## src/rtl/cfg_check_pkg.sv

```systemverilog
// Constants shared by the synchronisation and mailbox setup checker.
// Function
// - DC mode: cycle register or object not one of six periods raises sync cycle alarm.
// - DC mode: cycle register differing from cycle object raises sync cycle alarm.
// - Sync check at PreOP to SafeOP; failure stays PreOP, code 0035h, indicator blinks.
// - SM2 mode: only cycle object checked; failure stays PreOP with code 0035h.
// - Invalid start address of mailbox out or in buffer raises mailbox setup alarm.
// - Mailbox receive range overlapping transmit range raises mailbox setup alarm.
// - Either mailbox range overlapping a process data range raises mailbox setup alarm.
// - Odd start address of either mailbox buffer raises mailbox setup alarm.
// - Mailbox out or in length below 32 bytes raises mailbox setup alarm.
// - Mailbox out control bits 3 to 0 not 0110b raise mailbox setup alarm.
// - Mailbox in control bits 3 to 0 not 0010b raise mailbox setup alarm.
// - Mailbox checked from Init to PreOP and in PreOP, SafeOP, OP; failure gives Init, 0016h.
package cfg_check_pkg;

  // ****************************************************************
  // Register indices; the byte address is four times the index.
  // ****************************************************************
  localparam logic [11:0] IDX_MBX_OUT_START = 12'h800;
  localparam logic [11:0] IDX_MBX_OUT_LEN   = 12'h802;
  localparam logic [11:0] IDX_MBX_OUT_CTRL  = 12'h804;
  localparam logic [11:0] IDX_MBX_IN_START  = 12'h808;
  localparam logic [11:0] IDX_MBX_IN_LEN    = 12'h80a;
  localparam logic [11:0] IDX_MBX_IN_CTRL   = 12'h80c;
  localparam logic [11:0] IDX_SYNC_CYCLE    = 12'h9a0;
  localparam logic [11:0] IDX_CYCLE_OBJ     = 12'ha00;
  localparam logic [11:0] IDX_SYNC_MODE     = 12'ha01;
  localparam logic [11:0] IDX_PD_OUT_START  = 12'ha02;
  localparam logic [11:0] IDX_PD_OUT_LEN    = 12'ha03;
  localparam logic [11:0] IDX_PD_IN_START   = 12'ha04;
  localparam logic [11:0] IDX_PD_IN_LEN     = 12'ha05;
  localparam logic [11:0] IDX_STATE_REQ     = 12'ha06;
  localparam logic [11:0] IDX_STATE_STAT    = 12'ha07;
  localparam logic [11:0] IDX_IRQ_STATUS    = 12'ha08;
  localparam logic [11:0] IDX_IRQ_MASK      = 12'ha09;

  // ****************************************************************
  // Field layouts, codes and reset values.
  // ****************************************************************
  localparam int          REQ_CLEAR_BIT   = 4;
  localparam int          STAT_SYNC_BIT   = 8;
  localparam int          STAT_MBX_BIT    = 9;
  localparam int          STAT_LED_BIT    = 10;
  localparam int          IRQ_SYNC_BIT    = 0;
  localparam int          IRQ_MBX_BIT     = 1;
  localparam int          IRQ_STATE_BIT   = 2;
  localparam int          IRQ_WIDTH       = 3;
  localparam logic [3:0]  CODE_INIT       = 4'h1;
  localparam logic [3:0]  CODE_PREOP      = 4'h2;
  localparam logic [3:0]  CODE_SAFEOP     = 4'h4;
  localparam logic [3:0]  CODE_OP         = 4'h8;
  localparam logic [1:0]  MODE_FREERUN    = 2'h0;
  localparam logic [1:0]  MODE_SM2        = 2'h1;
  localparam logic [1:0]  MODE_DC         = 2'h2;
  localparam logic [15:0] AL_CODE_MBX     = 16'h0016;
  localparam logic [15:0] AL_CODE_SYNC    = 16'h0035;
  localparam logic [15:0] AL_CODE_NONE    = 16'h0000;
  localparam logic [3:0]  MBX_OUT_CODE    = 4'h6;
  localparam logic [3:0]  MBX_IN_CODE     = 4'h2;
  localparam logic [15:0] MBX_MIN_LEN     = 16'h0020;
  localparam logic [16:0] MEM_START       = 17'h01000;
  localparam logic [16:0] MEM_END         = 17'h02000;
  localparam logic [31:0] REG_RESET       = 32'h00000000;

  // ****************************************************************
  // Supported cycle periods in ns.
  // ****************************************************************
  localparam logic [31:0] PERIOD_125US    = 32'h0001e848;
  localparam logic [31:0] PERIOD_250US    = 32'h0003d090;
  localparam logic [31:0] PERIOD_500US    = 32'h0007a120;
  localparam logic [31:0] PERIOD_1MS      = 32'h000f4240;
  localparam logic [31:0] PERIOD_2MS      = 32'h001e8480;
  localparam logic [31:0] PERIOD_4MS      = 32'h003d0900;

  // ****************************************************************
  // Timing.
  // ****************************************************************
  localparam int          CLK_KHZ         = 250000;
  localparam int          BLINK_HALF_MS   = 200;
  localparam int          BLINK_HALF_CYC  = BLINK_HALF_MS * CLK_KHZ;

  typedef enum logic [1:0] {ST_INIT, ST_PREOP, ST_SAFEOP, ST_OP} esm_state_t;

endpackage

```

## src/rtl/period_check.sv

```systemverilog
// Tells whether a cycle time is one of the supported periods.
`timescale 1ns/1ns
module period_check (
  input  wire logic [31:0] period,
  output logic             supported
);

  assign supported = (period == cfg_check_pkg::PERIOD_125US) ||
                     (period == cfg_check_pkg::PERIOD_250US) ||
                     (period == cfg_check_pkg::PERIOD_500US) ||
                     (period == cfg_check_pkg::PERIOD_1MS)   ||
                     (period == cfg_check_pkg::PERIOD_2MS)   ||
                     (period == cfg_check_pkg::PERIOD_4MS);

endmodule

```

## config.mk

```make
export PLATFORM = sky130hd
export DESIGN_NAME = period_check
export DESIGN_NICKNAME = d
export VERILOG_FILES = /design/src/rtl/cfg_check_pkg.sv /design/src/rtl/period_check.sv
export SDC_FILE = /design/constraint.sdc
export NUM_CORES = 1
export LEC_CHECK = 0
export ABC_AREA = 0
export BUFFER_PORTS_ARGS = -buffer_cell sky130_fd_sc_hd__buf_2
export CORE_AREA = 2 2 39 41
export DETAILED_ROUTE_END_ITERATION = 7
export DIE_AREA = 0 0 41 43
export PLACE_DENSITY = 0.62
export SKIP_LAST_GASP = 1
export SYNTH_ARGS = -nofsm -noshare
export SYNTH_HDL_FRONTEND = slang
export SYNTH_SLANG_ARGS = --single-unit
```

## constraint.sdc

```tcl
create_clock -name vclk -period 1.4
set_input_delay 0.07 -clock vclk [all_inputs]
set_output_delay 0.07 -clock vclk [all_outputs]
set_load 0.02 [all_outputs]
```

# [Yosys cells after proc, flatten, opt, wreduce, memory -nomap -nowiden]
# Index checks and enable logic that the tools add are counted.
[totals] word_cells=11 romBits=0 reg_bits=0 ram_bits=0 memories=0 latch_bits=0 input_bits=32
[op_classes] add_sub_neg=0 div_mod_pow=0 n_reduce_logical=5 n_mux=0 n_mul=0 n_shift=0 magnitude_cmp=0 n_bitwise=0 n_eq_ne=6
[op_table] cell="32-bit by 17-bit == test with 1-bit output (second input constant)" n=1
[op_table] cell="32-bit by 18-bit == test with 1-bit output (second input constant)" n=1
[op_table] cell="32-bit by 19-bit == test with 1-bit output (second input constant)" n=1
[op_table] cell="32-bit by 20-bit == test with 1-bit output (second input constant)" n=1
[op_table] cell="32-bit by 21-bit == test with 1-bit output (second input constant)" n=1
[op_table] cell="32-bit by 22-bit == test with 1-bit output (second input constant)" n=1
[op_table] cell="1-bit logical OR" n=5

# [Longest topological paths before layout]
# Gate-level depths: netlist (run 1).
[depth] depth_word=6 depth_mapped=5 mapped_depth_nobuf=5

# [Least setup slack after synthesis (run 1)]
# Ideal clock, no wire load.
[synth_path] path_type="input to output" startpoint="input period[7]" endpoint="output supported" arrival_ns=1.178 path_slack_ns=0.152 n_path_buf=0 required_time_ns=1.330 path_stages=5 path_cell_list="nor4b_4 -> nand3_1 -> nor3_2 -> a21oi_1 -> o41ai_2"
[synth_via] elab_chain_len=6 elab_cells_between_ends=11 cone_classes="eq/ne (6); reduce/logical (5)"
[synth_rtl] item="start, declared" line_no="period_check.sv:4" text="input wire logic [31:0] period,"
[synth_rtl] item="32-bit by 17-bit == test with 1-bit output / 32-bit by 18-bit == test with 1-bit output (equally long branches)" line_no="period_check.sv:8, period_check.sv:9"
[synth_rtl] item="1-bit logical OR" line_no="period_check.sv:8" text="assign supported = (period == cfg_check_pkg::PERIOD_125US) ||"
[synth_rtl] item="1-bit logical OR" line_no="period_check.sv:9" text="(period == cfg_check_pkg::PERIOD_250US) ||"
[synth_rtl] item="1-bit logical OR" line_no="period_check.sv:10" text="(period == cfg_check_pkg::PERIOD_500US) ||"
[synth_rtl] item="1-bit logical OR" line_no="period_check.sv:11" text="(period == cfg_check_pkg::PERIOD_1MS) ||"
[synth_rtl] item="1-bit logical OR (*)" line_no="period_check.sv:12" text="(period == cfg_check_pkg::PERIOD_2MS) ||"
[synth_rtl] item="end, declared" line_no="period_check.sv:5" text="output logic supported"
# Every way passes the cells marked *; elsewhere a longest branch is shown, timed or not.

# [Worst setup path after layout (run 1)]
[layout_path] startpoint="input period[8]" endpoint="output supported"
# Same word-level chain as after synthesis.

==> results.md, run 1 <==
- The total area inside the core boundary comes to 1384 um^2.
- The final period demand of the worst path is 1389 ps.
- On the worst path, the slowest cell contributes a delay of 310 ps.
- The signal on the critical path passes through buf_2 > nor4bb_4 > nand4_1 > nand3_2 > a21oi_2 > o41ai_2 > buf_2.
- Summing the sequential cell areas from Yosys gives 0% of the chip area.
- The final weighted congestion in routability-driven placement is 0.7342.
- Of the cells placed in the final design, the portion with a size suffix greater than 1 is 61.64%.
- The slowest cell on the critical path is o41ai_2.
- For this run, the total global-route usage over all layers was measured as 10.79%.
- The endpoint kind of the worst setup timing path is a primary output.
- The tool flagged a number of max-cap violations equal to 0.
- The areal power density over the cells is 198.8 nW/um^2.
- The final wirelength is 987 um.
- The effective utilization at floorplan is 20.61%.
- The count of antenna diodes in the layout is 0.
- The worst min-delay path endpoint is supported.
- The final routed DRC violation total is 0.
- The number of antenna violations at the first check in global routing is 0.
- The share of total power dissipated in the clock network is 0%.
- The number of placement rows is 14.
- The cell-internal power is 0.06606 mW.
- The final total negative setup slack is 0 ps.
- The switching power total is 0.04513 mW.
- The first global-routing pass estimated 1407 um of wire.
- The most common library cell in the layout ignoring fill and taps is buf_2.
- Broken down by cell family, the worst path's largest delay share belongs to simple AND/OR/NAND/NOR gates.
- The via count of the routed design is 451.
- The most common cell type on the critical path is buf_2.
- The iteration count of the initial detailed-routing pass is 2.
- The critical path contains buffers and inverters numbering 2 combined.
- The average wire per standard cell is 11.09 um.
- Counting every instance in the synthesized netlist gives 38.
- 33 I/O pins were placed.
- Hold repair after CTS inserted 0 buffers.
- For this block, the initial DRC count from the detailed router was 1.
- The clock buffers instantiated in the layout total 0.
- The relative contribution of sequential cells to total power is 0%.
- The total count of max-transition violations in the final report is 0.
- For the pin with the worst max-slew slack, the measured transition is 353.8 ps.
- The Yosys step of the flow raised 0 warnings.
- In the layout the commonest cells are buf_2 (28), nand4_1 (5), nor2b_1 (4).
- The maximum fanout count along the critical path is 3.
- The via count of the first global-routing pass came to 375.
- The static power due to leakage is 0.2543 nW.
- Static timing analysis puts the maximum clock frequency at 0.7197 GHz.
- The net total in the final layout is 107.
- The number of antenna-violating nets in the routed design is 0.
- The maximum VDD drop is 0.06505 mV.
- The die boundary height is 43 um.
- The placed wire-length estimate after detailed placement is 849.2 um.
- The synthesized netlist contains 18 unique library cells.
- Setup repair after global routing could not meet its margin everywhere.
- The startpoint type of the worst setup path is an input pin.
- The flow ran to the end, and the final reports show no timing, DRC or antenna violations.
- Counting the fill cells in the layout gives 142.
- In the final layout, flip-flops and latches occupy 0 um^2.
- Data on the critical path arrives at its endpoint at 1320 ps.
- After global routing the overflow that remains totals 0.
- The worst hold path begins at period[5].
- The largest net degree at the start of global routing is 6.
- In this run the mean area of a mapped cell was 7.507 um^2.
- The type of the worst setup path is in2out.
- The chip width is 41 um.
- Before CTS, the worst setup slack after placement is -37.15 ps.
- The sequential cell count is 0.
- The class of the worst hold path is in2out.
- Input and output buffers added on the ports amount to 33.
- The area growth from synthesis to layout is 96.05%.
- The final number of hold-violating endpoints is 0.
- After layout, the worst setup slack is 10.57 ps.
- The net count after synthesis is 70.
- Dividing the detail-routed via count by the number of cells gives 5.067.
- Of the available clock period, the critical path in the final layout requires 99.24%.
- The die covers 1763 um^2.
- Summing every instance area after synthesis gives 285.3 um^2.
- The combinational cell fraction of total power is 100.0%.
- The worst path required time is 1330 ps.
- The number of setup violations in the final report is 0.
- The proportion of total power due to net switching is 40.59%.
- The worst pin sits at a relative slew slack of 76.20%.
- The worst hold path cell count is 3.
[area by class of cell]
type / instances / area, um^2 / area share, %
tap: 16 / 20.02 / 3.579
timing repair buffer: 35 / 211.5 / 37.81
multi-input combinational: 38 / 327.8 / 58.61
[layer usage]
metal | GRT usage (%) | up-vias | share of wire [%]
met5 | 0 | - | 0
met4 | 0 | 0 | 0
met3 | 0 | 0 | 7.5
met2 | 18.75 | 22 | 51
met1 | 15.19 | 197 | 41
li1 | - | 232 | -
[cell families after synthesis]
family          Yosys count  synth area share, %
simple gates             35                90.79
compound gates            3                9.209
[cells in the mapped netlist (all sizes together)]
master | n | area share, %
nand4 | 5 | 11
and4bb | 2 | 8.8
nand3b | 1 | 2.6
nor2 | 3 | 3.9
o41ai | 1 | 5.7
o21ai | 1 | 1.8
nor2b | 5 | 11
nor4 | 3 | 6.6
nor4b | 2 | 14
nand3 | 3 | 5.3
nand4b | 1 | 3.1
nor4bb | 4 | 14
nand2 | 3 | 3.9
a21oi | 1 | 1.8
nor3 | 3 | 7.0
[stage by stage]
stage	instances	total power [mW]	utilization (%)	cell area (um^2)	hold slack, ps
final	89	0.1112	40.42	559.3	452.9
after global routing	89	0.1204	40.42	559.3	465.9
after CTS	88	0.09395	35.17	486.7	459.4
after detailed placement	88	0.09064	34.54	478.0	459.2
after global placement	88	0.08974	34.54	478.0	458.5
after floorplan	38	0.02684	-	285.3	250.5
[worst max path at each step]
stage | to | from | slack [ps] | depth (start not counted)
6_report | supported | period[8] | 10 | 7
5_1_grt | supported | period[16] | -80 | 7
4_1_cts | supported | period[14] | 0.5 | 7
3_5_place_dp | supported | period[7] | -40 | 7
3_3_place_gp | supported | period[7] | 5 | 7
2_1_floorplan | supported | period[7] | 150 | 5
[power by group through the flow]
stage	registers (mW)	clock network [mW]	logic (mW)
after detailed placement	0	0	0.0906
after CTS	0	0	0.0939
after global routing	0	0	0.120
after global placement	0	0	0.0897
after floorplan	0	0	0.0268
final	0	0	0.111
[what timing repair did]
action	CTS	global route
pin swaps	2	10
setup buffers	0	1
resized for setup	1	17
gates cloned	0	0
setup endpoints to repair	1	1
(Power assumes the default switching activity.)
==> run 2, diff against run 1 <==
PLACE_DENSITY = 0.63   (was 0.62)
==> results.md, run 2 (same netlist as run 1, synthesis figures left out) <==
- The areal power density over the cells is 191.5 nW/um^2 (-3.7%).
- The top achievable clock speed is 0.7413 GHz (+3.0%).
- The first-pass GRT wire length is 1449 um (+3.0%).
- The maximum fanout count along the critical path is 4 (+1).
- The final wirelength was 893 um (-9.5%).
- Leaving out fill and tap cells, the most frequent cell in the layout is buf_2.
- The via count of the routed design was 441 (-2.2%).
- The sequential cell count was 0 (unchanged).
- The die area is 1763 um^2 (unchanged).
- The number of setup violations in the final report was 0 (unchanged).
- The iteration count of the initial detailed-routing pass is 1 (-1).
- The critical path ends at supported.
- The core area is 1384 um^2 (unchanged).
- The fraction of final layout cells with drive strength greater than 1 is 59.72% (-1.9 points).
- The global-route usage over all layers is 10.79% (unchanged).
- The average wire per standard cell is 10.15 um (-8.5%).
- The number of antenna violations at the first check in global routing came to 0 (unchanged).
- The signal arrival time at the worst endpoint is 1280 ps (-40 ps).
- The post-layout instance area is 535.5 um^2 (-4.3%).
- The number of maximum-capacitance constraint violations is 0 (unchanged).
- The placed wire-length estimate after detailed placement is 852.4 um (+0.38%).
- The type of the worst setup path is in2out.
- The effective utilization at floorplan was 20.61% (unchanged).
- The final total power is 0.1025 mW (-7.8%).
- The fill cell total of the finished layout is 152 (+7.0%).
- The largest net degree at the start of global routing is 6 (unchanged).
- The number of placed I/O pins is 33 (unchanged).
- The mean number of vias per cell is 5.011 (-1.1%).
- The run finished with clean final reports.
- The final period demand of the worst path came to 1349 ps (-40.42 ps).
- The net total in the final layout came to 106 (-0.93%).
- Setup repair after global routing could not meet its margin everywhere.
- The starting DRC count in detailed routing is 0 (-1).
- The chip width is 41 um (unchanged).
- The count of hold buffers inserted by post-cts repair is 0 (unchanged).
- The maximum VDD drop was 0.06977 mV (+7.3%).
- The number of placement rows is 14 (unchanged).
- The count of clock-net buffers in the final layout is 0 (unchanged).
- In the layout the commonest cells are buf_2 (28), nand4_1 (5), nor2b_1 (4).
- The residual overflow from global routing came to 0 (unchanged).
- The final cycle utilization of the critical path was 96.36% (-2.9 points).
- Tracing the worst setup path back leads to its startpoint at period[20].
- The total of buffers placed on input and output ports is 33 (unchanged).
- The number of buffers inserted by post-CTS setup repair is 0 (unchanged).
- The static power due to leakage was 0.2354 nW (-7.4%).
- The via count of the first global-routing pass is 419 (+12%).
- The worst setup path is launched from an input pin.
- STA classifies the critical path endpoint as a primary output.
- The final weighted congestion in routability-driven placement is 0.7035 (-4.2%).
- The worst path required time was 1330 ps (about the same).
- The total count of max-transition violations in the final report is 0 (unchanged).
- The count of antenna diodes in the layout is 0 (unchanged).
- The final number of hold-violating endpoints is 0 (unchanged).
- The number of antenna-violating nets in the routed design is 0 (unchanged).
- The final routed DRC violation total is 0 (unchanged).
- The die boundary height is 43 um (unchanged).
- The placement-stage cell area was 478.0 um^2 (unchanged).
- The worst-margin pin slew came to 322.5 ps (-31.26 ps).
- The class of the worst hold path is in2out.
- The register cell area after layout is 0 um^2 (unchanged).
- The growth of design area from synthesis to finish is 87.72%.
- The worst-case headroom to the max-slew limit came to 78.30% (+2.1 points).
-- run 2: cell types whose count changed in the layout (fill, tap and decap cells not counted) --
cell	delta
nor4bb_2	+1
nor2b_2	+1
nor2_2	-1
clkbuf_4	-1
nor4bb_4	-1
nor2b_4	-1
nor2_1	+1
-- run 2: how the worst min path moves through the flow --
stage                    from        end  slack, ps  cells after the start
floorplan           period[5]  supported        250                      1
global placement    period[5]  supported        460                      3
detailed placement  period[5]  supported        460                      3
CTS                 period[5]  supported        460                      3
global route        period[5]  supported        460                      3
finish              period[5]  supported        450                      3
-- run 2: cell type report --
cell class                      instances  area, um^2  area share, %
Multi-Input combinational cell         38       311.5          58.18
Timing Repair Buffer                   34       203.9          38.08
Tap cell                               16       20.02          3.738
-- run 2: where the power goes --
part           internal, mW  switching, mW  total (mW)
Sequential                0              0           0
Combinational        0.0613         0.0412       0.103
Clock                     0              0           0
-- run 2: worst max-delay path, cell delays in order --
cell	delay [ps]
buf_8	100
nor4b_4	280
nand3_1	130
nor3_2	140
a21oi_2	60
o41ai_2	310
buf_4	190
-- run 2: layer usage --
layer  vias to the layer above  wire [um]  GRT usage [%]
li1                        229          -              -
met1                       190        341          13.61
met2                        22        453          20.31
met3                         0         99              0
met4                         0          0              0
met5                         -          0              0
-- run 2: per-stage QoR --
stage,hold slack [ps],utilization (%),setup TNS (ps),setup WS [ps],std cells
finish,451.6,38.70,0,51.00,88
global route,463.8,38.70,-14.18,-14.18,88
CTS,458.9,34.72,0,5.620,88
detailed placement,457.4,34.54,-4.123,-4.123,88
global placement,458.3,34.54,0,6.897,88
floorplan,250.5,-,0,151.7,38
-- run 2: what timing repair did --
| item | CTS | global route |
|---|---|---|
| pin swaps | 0 | 9 |
| setup endpoints to repair | 1 | 1 |
| resized for setup | 1 | 15 |
==> run 3, diff against run 2 <==
==> constraint.sdc (replaced) <==
create_clock -name vclk -period 1.4
set_input_delay 0.21 -clock vclk [all_inputs]
set_output_delay 0.21 -clock vclk [all_outputs]
set_load 0.02 [all_outputs]
==> results.md, run 3 (same netlist as run 1, synthesis figures left out) <==
- The core area was 1384 um^2 (unchanged).
- The worst-margin pin slew came to 382.6 ps (+60.03 ps).
- The checks that failed: negative setup slack.
- The fraction of final layout cells with drive strength greater than 1 is 60.26% (+0.53 points).
- The growth of design area from synthesis to finish is 94.74%.
- The worst setup path is captured at a primary output.
- The signal arrival time at the worst endpoint came to 1420 ps (+140 ps).
- By startpoint and endpoint, the worst setup path is classified as in2out.
- The chip width is 41 um (unchanged).
- The final critical-path setup slack is -228.3 ps (-279.3 ps).
- The die boundary height is 43 um (unchanged).
- The total count of max-transition violations in the final report is 0 (unchanged).
- The number of setup violations in the final report is 1 (+1).
- The final wirelength is 977 um (+9.4%).
- The die area is 1763 um^2 (unchanged).
- The mean number of vias per cell was 4.989 (-0.44%).
- The fill cell total of the finished layout is 148 (-2.6%).
- The net total in the final layout is 112 (+5.7%).
- The iteration count of the initial detailed-routing pass was 2 (+1).
- The number of placement rows is 14 (unchanged).
- The starting DRC count in detailed routing is 3 (+3).
- The post-layout instance area is 555.5 um^2 (+3.7%).
- The final number of hold-violating endpoints was 0 (unchanged).
- STA classifies the critical path startpoint as an input pin.
- The maximum VDD drop is 0.07534 mV (+8.0%).
- The maximum fanout count along the critical path is 3 (-1).
- The number of maximum-capacitance constraint violations is 0 (unchanged).
- The count of clock-net buffers in the final layout is 0 (unchanged).
- The class of the worst hold path is in2out.
- The most common library cell in the layout ignoring fill and taps is buf_2.
- The register cell area after layout was 0 um^2 (unchanged).
- The number of antenna violations at the first check in global routing is 0 (unchanged).
- The worst path required time was 1190 ps (-140 ps).
- The met3 track demand over resource came to 0% (unchanged).
- The largest net degree at the start of global routing is 5 (-1).
- The average wire per standard cell came to 10.39 um (+2.4%).
- The total placed cells including tap cells is 94 (+6.8%).
- The via count of the routed design was 469 (+6.3%).
- The total of buffers placed on input and output ports came to 33 (unchanged).
- The global-route usage over all layers is 11.69% (+0.90 points).
- The residual overflow from global routing is 0 (unchanged).
- The placed wire-length estimate after detailed placement is 893.6 um (+4.8%).
- The worst hold slack after final layout was 761.9 ps (+310.3 ps).
- The final cycle utilization of the critical path was 116.3% (+20 points).
- The first-pass GRT wire length was 1545 um (+6.6%).
- The start point of the worst min-delay path is period[5].
- The met1 track utilization from global routing is 15.82% (+2.2 points).
- The final period demand of the worst path was 1628 ps (+279.3 ps).
- The worst hold path cell count came to 3 (unchanged).
- The via count of the first global-routing pass is 411 (-1.9%).
- met2 is the most crowded layer.
- The areal power density over the cells is 195.0 nW/um^2 (+1.9%).
- The number of antenna-violating nets in the routed design is 0 (unchanged).
- The met2 track demand over resource came to 20.94% (+0.63 points).
- The final weighted congestion in routability-driven placement is 0.7152 (+1.7%).
- The sequential cell count is 0 (unchanged).
- The final instance count without filler cells was 94 (+6.8%).
- The placement-stage cell area is 534.3 um^2 (+12%).
- Setup repair after global routing could not meet its margin everywhere.
- The effective utilization at floorplan is 20.61% (unchanged).
- The static power due to leakage is 0.2617 nW (+11%).
- The final routed DRC violation total is 0 (unchanged).
- The worst hold path terminates at supported.
- The top achievable clock speed is 0.6141 GHz (-17%).
- The minimum setup slack after placement is -319.2 ps (-315.1 ps).
- The final total power came to 0.1084 mW (+5.7%).
- The run finished, with violations left.
- The number of placed I/O pins is 33 (unchanged).
- The count of antenna diodes in the layout is 0 (unchanged).
- The number of buffers inserted by post-CTS setup repair is 0 (unchanged).
- The worst-case headroom to the max-slew limit was 74.26% (-4.0 points).
- In the layout the commonest cells are buf_2 (32), buf_4 (8), nor2b_1 (5), nand4_1 (5).
[run 3: layout make-up]
type                            instances  area, um^2  share of cell area (%)
Timing Repair Buffer                   40       220.2                   39.64
Multi-Input combinational cell         38       315.3                   56.76
Tap cell                               16       20.02                   3.604
[run 3: worst max-delay path by stage]
stage	endpoint	slack, ps	cells past startpoint	from
after CTS	supported	-240	7	period[9]
final	supported	-230	7	period[9]
after global placement	supported	-290	7	period[7]
after global routing	supported	-320	7	period[20]
after floorplan	supported	-40	5	period[7]
after detailed placement	supported	-320	7	period[7]
[run 3: where the power goes]
group	switching [mW]	internal, mW	total [mW]	leakage [nW]
logic	0.0455	0.0628	0.108	0.262
clock network	0	0	0	0
registers	0	0	0	0
total	0.0455	0.0628	0.108	0.262
[run 3: what timing repair did]
item                       CTS  global route
gates resized for setup      3             1
cloned                       0             0
setup endpoints to repair    1             1
pin swaps                    4             1
hold buffers                 0             0
[run 3: worst max-delay path: stages]
cell     delay, ps
buf_2          130
nor4b_4        310
nand4_1        130
nand3_1        110
a21oi_2         70
o41ai_4        280
buf_4          190
[run 3: routing by layer]
metal,up-vias,wire (um)
li1,242,-
met1,204,402
met2,23,493
met3,0,81
met4,0,0
met5,-,0
[run 3: metrics by stage]
step	setup TNS (ps)	util, %
floorplan	-40.71	-
global placement	-294.8	38.61
detailed placement	-319.2	38.61
CTS	-238.2	39.69
global route	-315.9	40.14
finish	-228.3	40.14
